[config.mk]
export PLATFORM = sky130hd
export DESIGN_NAME = lcs_logic_cell
export DESIGN_NICKNAME = d
export VERILOG_FILES = /design/src/design/lcs_pkg.sv /design/src/design/lcs_logic_cell.sv /design/src/design/lcs_store_cell.sv
export SDC_FILE = /design/constraint.sdc
export NUM_CORES = 1
export LEC_CHECK = 0
export ABC_AREA = 1
export BUFFER_PORTS_ARGS = -buffer_cell sky130_fd_sc_hd__buf_2
export CORE_MARGIN = 2
export CORE_UTILIZATION = 37
export DETAILED_ROUTE_END_ITERATION = 12
export GPL_ROUTABILITY_DRIVEN = 0
export GPL_TIMING_DRIVEN = 0
export PLACE_DENSITY = 0.87
export SLEW_MARGIN = 20
export SYNTH_ARGS = -nofsm -noshare
export SYNTH_HDL_FRONTEND = slang
export SYNTH_SLANG_ARGS = --single-unit
[constraint.sdc]
create_clock -name i_ref_clk -period 0.8 [get_ports i_ref_clk]
set_input_delay 0.08 -clock i_ref_clk [delete_from_list [all_inputs] [get_ports i_ref_clk]]
set_output_delay 0.08 -clock i_ref_clk [all_outputs]
set_load 0.01 [all_outputs]
[src/design/lcs_pkg.sv]
// Operation
// - each store picks its data from the lookup result or the bypass input
// - four bypass inputs reach four bypass outputs with no storage between
// - each cell always shows its lookup result on a combinatorial output
// - four stores share one clock and one enable, each flop or latch
// - a store may be set to clock always, ignoring the shared enable
// - each store picks rising or falling edge of the shared clock
// - shared enable is active high, never inverted; store updates only when high
// - a store whose enable is unconnected sees the enable as always high
// - shared active high clear forces all four stores to zero
// - each store may be set to ignore the shared clear
// - global wipe clears every store at power-up, reconfiguration, or when driven
// - global wipe comes from a pin, optionally inverted, or an internal node
// - each longline driver is always-on buffer or three-state, by its own bit
// - one block three-state control gates every driver in three-state mode
// - control high floats the driver; control low passes its input unchanged
// - each driver may reach up to two horizontal and two vertical lines
// - weak keepers hold each line's last level; any enabled driver wins
// - stores read zero after reset or clear, hold when disabled, flops load on edge
// - latch is open at inactive clock level with enable, holds at active level
package lcs_pkg;

    localparam int NUM_CELLS = 4;
    localparam int NUM_LINES = 4;
    localparam int H_LINE_LO = 0;
    localparam int V_LINE_LO = 2;
    localparam logic Q_RST    = 1'h0;
    localparam logic KEEP_RST = 1'h0;
    localparam logic CK_PRV_RST = 1'h0;

    typedef struct packed {
        logic src_bypass;
        logic latch_mode;
        logic ce_always;
        logic ce_unconn;
        logic clk_falling;
        logic wipe_off;
    } lcs_cell_cfg_s;

    typedef struct packed {
        logic       ts_mode;
        logic [3:0] line_mask;
    } lcs_drv_cfg_s;

    typedef struct packed {
        logic from_node;
        logic pin_invert;
    } lcs_gw_cfg_s;

endpackage : lcs_pkg

[src/design/lcs_logic_cell.sv]
`timescale 1ns/1ps
module lcs_logic_cell #(
    parameter int NC = lcs_pkg::NUM_CELLS,
    parameter int NL = lcs_pkg::NUM_LINES
) (
    // clock and reset
    input  wire logic                          i_ref_clk,
    input  wire logic                          i_arst_n,
    // cell data
    input  wire logic [NC-1:0]                 i_lut_out,
    input  wire logic [NC-1:0]                 i_bypass_input,
    // shared storage controls
    input  wire logic                          i_shared_clk,
    input  wire logic                          i_clk_en,
    input  wire logic                          i_async_wipe,
    input  wire lcs_pkg::lcs_cell_cfg_s [NC-1:0] i_cell_cfg,
    // global wipe sources
    input  wire logic                          i_global_wipe_pin,
    input  wire logic                          i_global_wipe_node,
    input  wire lcs_pkg::lcs_gw_cfg_s          i_gw_cfg,
    input  wire logic                          i_reconfig,
    // longline drivers
    input  wire logic [NC-1:0]                 i_drv_in,
    input  wire logic                          i_tristate_ctl,
    input  wire lcs_pkg::lcs_drv_cfg_s [NC-1:0] i_drv_cfg,
    // resolved longline levels
    input  wire logic [NL-1:0]                 i_line_level,
    // cell outputs
    output logic [NC-1:0]                      o_stored_q,
    output logic [NC-1:0]                      o_comb_out,
    output logic [NC-1:0]                      o_bypass_out,
    // longline side
    output logic [NC-1:0]                      o_drv_val,
    output logic [NC-1:0]                      o_drv_oe,
    output logic [NL-1:0]                      o_line_val,
    output logic [NL-1:0]                      o_line_oe,
    output logic [NL-1:0]                      o_keeper_val
);

    logic rst_s1_reg;
    logic rst_n_sync;
    logic ck_prev_reg;
    logic [NL-1:0] keep_reg;
    logic [NL-1:0] keep_next;
    logic [NL-1:0] line_val_w;

    localparam int HL = lcs_pkg::H_LINE_LO;
    localparam int VL = lcs_pkg::V_LINE_LO;

    // reset release through two flops
    always_ff @(posedge i_ref_clk or negedge i_arst_n)
    begin
        if (!i_arst_n)
        begin
            rst_s1_reg <= 1'b0;
            rst_n_sync <= 1'b0;
        end
        else
        begin
            rst_s1_reg <= 1'b1;
            rst_n_sync <= rst_s1_reg;
        end
    end

    // power-up is covered by the reset itself, so only the live sources remain here
    wire gw_pin   = i_global_wipe_pin ^ i_gw_cfg.pin_invert;
    wire gw_src   = i_gw_cfg.from_node ? i_global_wipe_node : gw_pin;
    wire gw_total = gw_src | i_reconfig;

    // shared clock sampled as a data input; edge seen against last sample
    always_ff @(posedge i_ref_clk or negedge rst_n_sync)
    begin
        if (!rst_n_sync)
            ck_prev_reg <= lcs_pkg::CK_PRV_RST;
        else
            ck_prev_reg <= i_shared_clk;
    end

    genvar g;
    generate
        for (g = 0; g < NC; g++)
        begin : g_cell
            wire d_sel = i_cell_cfg[g].src_bypass ? i_bypass_input[g] : i_lut_out[g];
            lcs_store_cell u_store (
                .i_ref_clk (i_ref_clk),
                .i_rst_n   (rst_n_sync),
                .i_d       (d_sel),
                .i_ck_now  (i_shared_clk),
                .i_ck_prev (ck_prev_reg),
                .i_ce      (i_clk_en),
                .i_wipe    (i_async_wipe),
                .i_gwipe   (gw_total),
                .i_cfg     (i_cell_cfg[g]),
                .o_q       (o_stored_q[g])
            );
            assign o_drv_val[g] = i_drv_in[g];
            assign o_drv_oe[g]  = ~(i_drv_cfg[g].ts_mode & i_tristate_ctl);
        end
    endgenerate

    // no storage on these; they stay combinational by nature
    assign o_comb_out   = i_lut_out;
    assign o_bypass_out = i_bypass_input;

    // lines 0..1 horizontal, 2..3 vertical; lowest driver wins on self-contention
    always_comb
    begin
        o_line_oe  = '0;
        line_val_w = '0;
        for (int j = 0; j < NL; j++)
        begin
            for (int k = NC - 1; k >= 0; k--)
            begin
                if (o_drv_oe[k] && i_drv_cfg[k].line_mask[j])
                begin
                    o_line_oe[j]  = 1'b1;
                    line_val_w[j] = i_drv_in[k];
                end
            end
        end
    end

    assign o_line_val = line_val_w;

    // keeper follows the resolved wire so it holds the last driven level
    assign keep_next = i_line_level;

    always_ff @(posedge i_ref_clk or negedge rst_n_sync)
    begin
        if (!rst_n_sync)
            keep_reg <= {NL{lcs_pkg::KEEP_RST}};
        else
            keep_reg <= keep_next;
    end

    assign o_keeper_val = keep_reg;
endmodule : lcs_logic_cell

[src/design/lcs_store_cell.sv]
`timescale 1ns/1ps
module lcs_store_cell (
    // clock and synced reset
    input  wire logic                  i_ref_clk,
    input  wire logic                  i_rst_n,
    // data and shared controls
    input  wire logic                  i_d,
    input  wire logic                  i_ck_now,
    input  wire logic                  i_ck_prev,
    input  wire logic                  i_ce,
    input  wire logic                  i_wipe,
    input  wire logic                  i_gwipe,
    input  wire lcs_pkg::lcs_cell_cfg_s i_cfg,
    // stored output
    output logic                       o_q
);

    logic q_reg;
    logic q_next;

    wire ck_act   = ~i_cfg.clk_falling;
    wire edge_hit = (i_ck_now == ck_act) && (i_ck_prev != ck_act);
    wire en       = i_ce | i_cfg.ce_always | i_cfg.ce_unconn;
    wire wipe     = i_gwipe | (i_wipe & ~i_cfg.wipe_off);
    wire open_lat = i_ck_now != ck_act;
    wire load     = en & (i_cfg.latch_mode ? open_lat : edge_hit);

    // wipe checked first so clock activity can never win against it
    assign q_next = wipe ? lcs_pkg::Q_RST : (load ? i_d : q_reg);

    always_ff @(posedge i_ref_clk or negedge i_rst_n)
    begin
        if (!i_rst_n)
            q_reg <= lcs_pkg::Q_RST;
        else
            q_reg <= q_next;
    end

    assign o_q = q_reg;
endmodule : lcs_store_cell

==> results of run 1 <==
cells in the mapped netlist (3+ instances only):
cell,instances,share of area [%]
o211ai_1,3,2.0
nand2_1,60,20
o21ai_0,3,1.3
a21oi_1,5,2.2
mux2_2,4,4.0
nand3_1,28,12
nand4_1,3,1.7
dfrtp_1,11,24
buf_4,16,11
inv_1,20,6.7
nor2_1,28,9.3
worst paths after layout:
| kind | to | from | cells after the start |
|---|---|---|---|
| worst max-delay path | g_cell[1].u_store.o_q | ck_prev_reg | 7 |
| worst min-delay path | rst_s1_reg | i_arst_n | 2 |
| worst max register to register | g_cell[1].u_store.o_q | ck_prev_reg | 7 |
| worst min register to register | g_cell[2].u_store.o_q | rst_n_sync | 0 |
| max in group asynchronous | g_cell[1].u_store.o_q | rst_n_sync | 0 |
| min in group i_ref_clk | g_cell[0].u_store.o_q | i_cell_cfg[4] | 5 |
power groups by stage:
stage	clock (uW)	combinational, uW	sequential, uW
finish	375	990	599
global route	416	1070	604
CTS	394	912	600
detailed placement	0	765	609
global placement	0	751	608
floorplan	0	420	611
cell families after synthesis:
kind of cell	Yosys count	share of synthesized area, %
flip-flops	11	24.4
other	1	0.333
multiplexers	4	4.00
AND/OR/NAND/NOR	123	46.0
buffers and inverters	39	19.1
AO/OA/AOI/OAI	12	6.11
area by class of cell:
cell class / count / area (sq um) / area share (%)
clock buffer: 4 / 26.3 / 1.23
inverter: 21 / 83.8 / 3.94
multi-input combinational: 140 / 888 / 41.7
timing repair buffer: 113 / 667 / 31.3
buffer: 17 / 146 / 6.88
sequential: 11 / 275 / 12.9
tap: 33 / 41.3 / 1.94
metal layers:
layer  GRT usage (%)  vias up  wire, um
met4            8.12        0        67
met2            43.2       84      2210
li1                -      820         -
met5               0        -         0
met1            20.9      714      1500
met3            4.59        8       341
what timing repair did:
item / 4_1_cts / 5_1_grt
pin swaps: 15 / 23
endpoints found under the setup margin: 19 / 18
buffers inserted: 2 / 2
resized for setup: 51 / 21
gates cloned: 1 / 0
hold endpoints to repair: 7 / 0
hold buffers: 6 / 0
through the flow:
step / std cells / utilization, % / power (uW) / instance area, sq um
final: 339 / 71.5 / 1960 / 2130
after global routing: 339 / 71.5 / 2090 / 2130
after CTS: 338 / 68.5 / 1910 / 2040
after detailed placement: 325 / 58.2 / 1370 / 1730
after global placement: 325 / 58.2 / 1360 / 1730
after floorplan: 190 / - / 1030 / 1180
==> results.md, run 1 <==
* Status: finished with violations
* Violated checks: setup timing
* Hold Path Class: input port to asynchronous set/reset pin
* Post-synthesis to final-layout area growth at 89.0%
* Worst-Skew Late Latency at 270 ps
* CP endpoint kind: register
* Final setup vio count at 17
* Initial antenna violation count at 0
* CP startpoint kind: register
* DRC at 0
* Root buf cell: clkbuf_4
* Cells after Synth at 190
* Comb pwr share at 50.4%
* Vias in the first global route at 1456
* Hold Fails Final Rpt at 0
* Grt ovf at 0
* Buffer and inverter count on the worst path at 1
* Per-cell routed wire length at 12.1 um
* Core area at 2980 sq um
* Post-Syn Area at 1130 sq um
* Setup TNS at -2210 ps
* Clock power share at 19.1%
* Crit-path most repeated cell: nor2_1
* Layout Skew at 4.16 ps
* Final worst-path cycle share at 132%
* FF+latch count, synth at 11
* Slowest stage delay, CP at 370 ps
* Die height at 59.2 um
* Fin crit period at 1060 ps
* GR Util All Layers at 21.5%
* Share of layout cells above drive strength 1 at 57.2%
* Sw Ratio at 36.0%
* Fillcell total at 248
* DPL Wire Length at 2850 um
* Initial DRC count at 102
* Peak supply drop at 0.704 mV
* Final ANT Viol Nets at 0
* IO Pins at 103
* Initial Utilization at 37.8%
* Total CTS buffers at 3
* Most frequent cells in the layout: buf_2, nand2_1, nor2_1
* FFs w/ async S/R, synth at 100%
* CP Cell Sequence: buf_6 -> nand3_4 -> nand2_2 -> nor2_1 -> nor2_1 -> nand3_1 -> nand2_1
* Reg2Reg Setup Slack at -260 ps
* Routed via count at 1626
* Worst hold slack at 109 ps
* Number of synthesized flops with an enable pin at 0
* Syn_area_per_cell at 5.93 sq um
* Clock sink count at 11
* Worst path top cell family by delay: simple AND/OR/NAND/NOR gates
* CP Max Fanout at 5
* Post-synth cell types at 20
* Antenna diode count at 0
* Pwr dens at 923 nW/um^2
* Commonest non-fill, non-tap cell in the layout: buf_2
* Fmax at 0.946 GHz
* Syn_nets at 261
* Reg clk slew, reported paths at 70 ps
* Die span in x at 59.2 um
* Final-report max-slew violation count at 0
* Drt pass-1 iters at 4
* Synth Warn # at 0
* Pleak at 0.00122 uW
* Critical Path AT at 1260 ps
* Switching pwr at 707 uW
* CP max stage cell: dfrtp_1
* Largest net degree at the start of global routing at 10
* DP Worst Slack at -240 ps
* RSZ-0062 raised after global routing: yes
* TritonCTS clock tree: built
* Die area at 3500 sq um
* Total Wirelength at 4120 um
* Cell Rows at 20
* Port Buffer Count at 102
* CTS H-tree lvls at 1
* Final worst slack at -258 ps
* Global-route wire length before repair at 5740 um
* Routed vias/inst at 4.80
* Synth Flop Type: dfrtp_1
* CTS max path bufs at 2
* CP Data Required Time at 1010 ps
* Cell-internal power at 1260 uW
* Flop pwr share at 30.5%
* Seq/Total Area, Yosys at 24.4%
* Max_cap viols at 0
* Setup Crit Path Kind: register to register
* Layout net count at 378
No activity file was read; power rests on OpenSTA's default activity.
==> inputs of run 2 (changes only) <==
==> constraint.sdc (replaced) <==
create_clock -name i_ref_clk -period 0.8 [get_ports i_ref_clk]
set_input_delay 0.16 -clock i_ref_clk [delete_from_list [all_inputs] [get_ports i_ref_clk]]
set_output_delay 0.16 -clock i_ref_clk [all_outputs]
set_load 0.01 [all_outputs]
==> run 2 against run 1 <==
Against the previous run: the run ends with hold timing, setup timing left; final cell count increased by 0.29%; flip-flop and latch count unchanged; combinational power increased by 6%; fmax decreased by 5.2%; critical path depth unchanged; wire length increased by 17%; clock power increased by 11%; non-clock buffer count increased by 1.
==> results.md, run 2 (synthesis gave the netlist of run 1 again) <==
* Die area at 3500 sq um
* Final ANT Viol Nets at 0
* Commonest non-fill, non-tap cell in the layout: buf_2
* Comb pwr share at 50.8%
* Root buf cell: clkbuf_4
* CP startpoint kind: register
* DRC at 0
* DPL Wire Length at 2830 um
* Total Wirelength at 4840 um
* Die span in x at 59.2 um
* Per-cell routed wire length at 14.2 um
* RSZ-0062 raised after global routing: yes
* Fmax at 0.896 GHz
* Final worst slack at -316 ps
* GR Util All Layers at 25.5%
* Switching pwr at 785 uW
* Hold Fails Final Rpt at 1
* Share of layout cells above drive strength 1 at 59.0%
* Initial antenna violation count at 0
* Layout Skew at 5.80 ps
* Reg clk slew, reported paths at 80 ps
* Cell Rows at 20
* Final Power at 2070 uW
* CTS H-tree lvls at 1
* Grt ovf at 0
* Pleak at 0.00125 uW
* CTS max path bufs at 2
* Routed via count at 1768
* Setup Crit Path Kind: register to register
* Worst hold slack at -0.635 ps
* Peak supply drop at 0.947 mV
* Cell-internal power at 1280 uW
* TritonCTS clock tree: built
* Drt pass-1 iters at 4
* Pwr dens at 945 nW/um^2
* Status: finished with violations
* Cells after DPL at 325
* Port Buffer Count at 102
* Global-route wire length before repair at 6800 um
* Max_cap viols at 0
* Die height at 59.2 um
* Hold Path Class: input port to register
* CP endpoint kind: register
* Layout net count at 379
* Clock sink count at 11
* Critical Path AT at 1340 ps
* Most frequent cells in the layout: buf_2, nand2_1, nor2_1
* Vias in the first global route at 1616
* Routed vias/inst at 5.20
* Violated checks: hold timing, setup timing
* Setup TNS at -4570 ps
* Initial DRC count at 99
* Final-report max-slew violation count at 0
* Worst-Skew Late Latency at 290 ps
* Flop pwr share at 29.1%
* Total CTS buffers at 3
* IO Pins at 103
* Core area at 2980 sq um
* Fin crit period at 1120 ps
* Post-synthesis to final-layout area growth at 94.0%
* Largest net degree at the start of global routing at 10
* Final worst-path cycle share at 139%
* Final setup vio count at 20
* CP Data Required Time at 1030 ps
* Final cell count without fillers at 340
* Antenna diode count at 0
* Initial Utilization at 37.8%
* Sw Ratio at 38.0%
* CP Max Fanout at 5
* Clock power share at 20.1%
## run 2: power by group through the flow
stage                     Combinational, uW  Sequential (uW)  Clock, uW
final                                  1050              601        415
after global placement                  784              608          0
after CTS                               944              601        390
after global routing                   1120              605        436
after floorplan                         440              611          0
after detailed placement                802              609          0
## run 2: worst paths after layout
kind                         startpoint                    end  slack [ps]  cells after the start
max                         ck_prev_reg  g_cell[1].u_store.o_q        -320                      7
min                        i_shared_clk            ck_prev_reg        -0.6                      1
max reg2reg                 ck_prev_reg  g_cell[1].u_store.o_q        -320                      7
min reg2reg                  rst_n_sync  g_cell[3].u_store.o_q         160                      0
max in group asynchronous    rst_n_sync  g_cell[2].u_store.o_q         370                      0
min in group asynchronous    rst_n_sync  g_cell[3].u_store.o_q         160                      0
## run 2: layout make-up
cell class                      count  area, sq um
Buffer                             17          146
Fill cell                         223          793
Inverter                           21         83.8
Tap cell                           33         41.3
Sequential cell                    11          275
Timing Repair Buffer              114          692
Multi-Input combinational cell    140          920
Clock buffer                        4         26.3
## run 2: worst max-delay path, cell delays in order, from the launching register on
cell	delay (ps)
dfrtp_1	380
buf_6	160
nand3_4	80
nand2_1	70
nor2_1	40
nor2_1	130
nand3_1	110
nand2_1	90
## run 2: per-layer routing
metal	vias up	global-route usage, %	part of all wire, %
met4	0	8.44	4.2
met1	801	24.2	32
li1	834	-	-
met3	21	4.37	8.1
met5	-	0	0
met2	112	53.3	56
## run 2: what timing repair did
| item | CTS | global route |
|---|---|---|
| hold buffers | 5 | 0 |
| setup buffers | 2 | 4 |
| cloned | 1 | 0 |
| hold endpoints to repair | 6 | 0 |
| gates resized for setup | 46 | 19 |
| pin swaps | 17 | 17 |
| setup endpoints to repair | 24 | 21 |
## run 2: metrics by stage
step / hold slack, ps / utilization (%) / instance area (sq um) / worst slack [ps]
finish: -0.635 / 73.4 / 2180 / -316
global route: 8.95 / 73.4 / 2180 / -359
CTS: 7.80 / 70.2 / 2090 / -267
detailed placement: -47.4 / 60.2 / 1790 / -433
global placement: -54.1 / 60.2 / 1790 / -410
floorplan: -136 / - / 1240 / -135
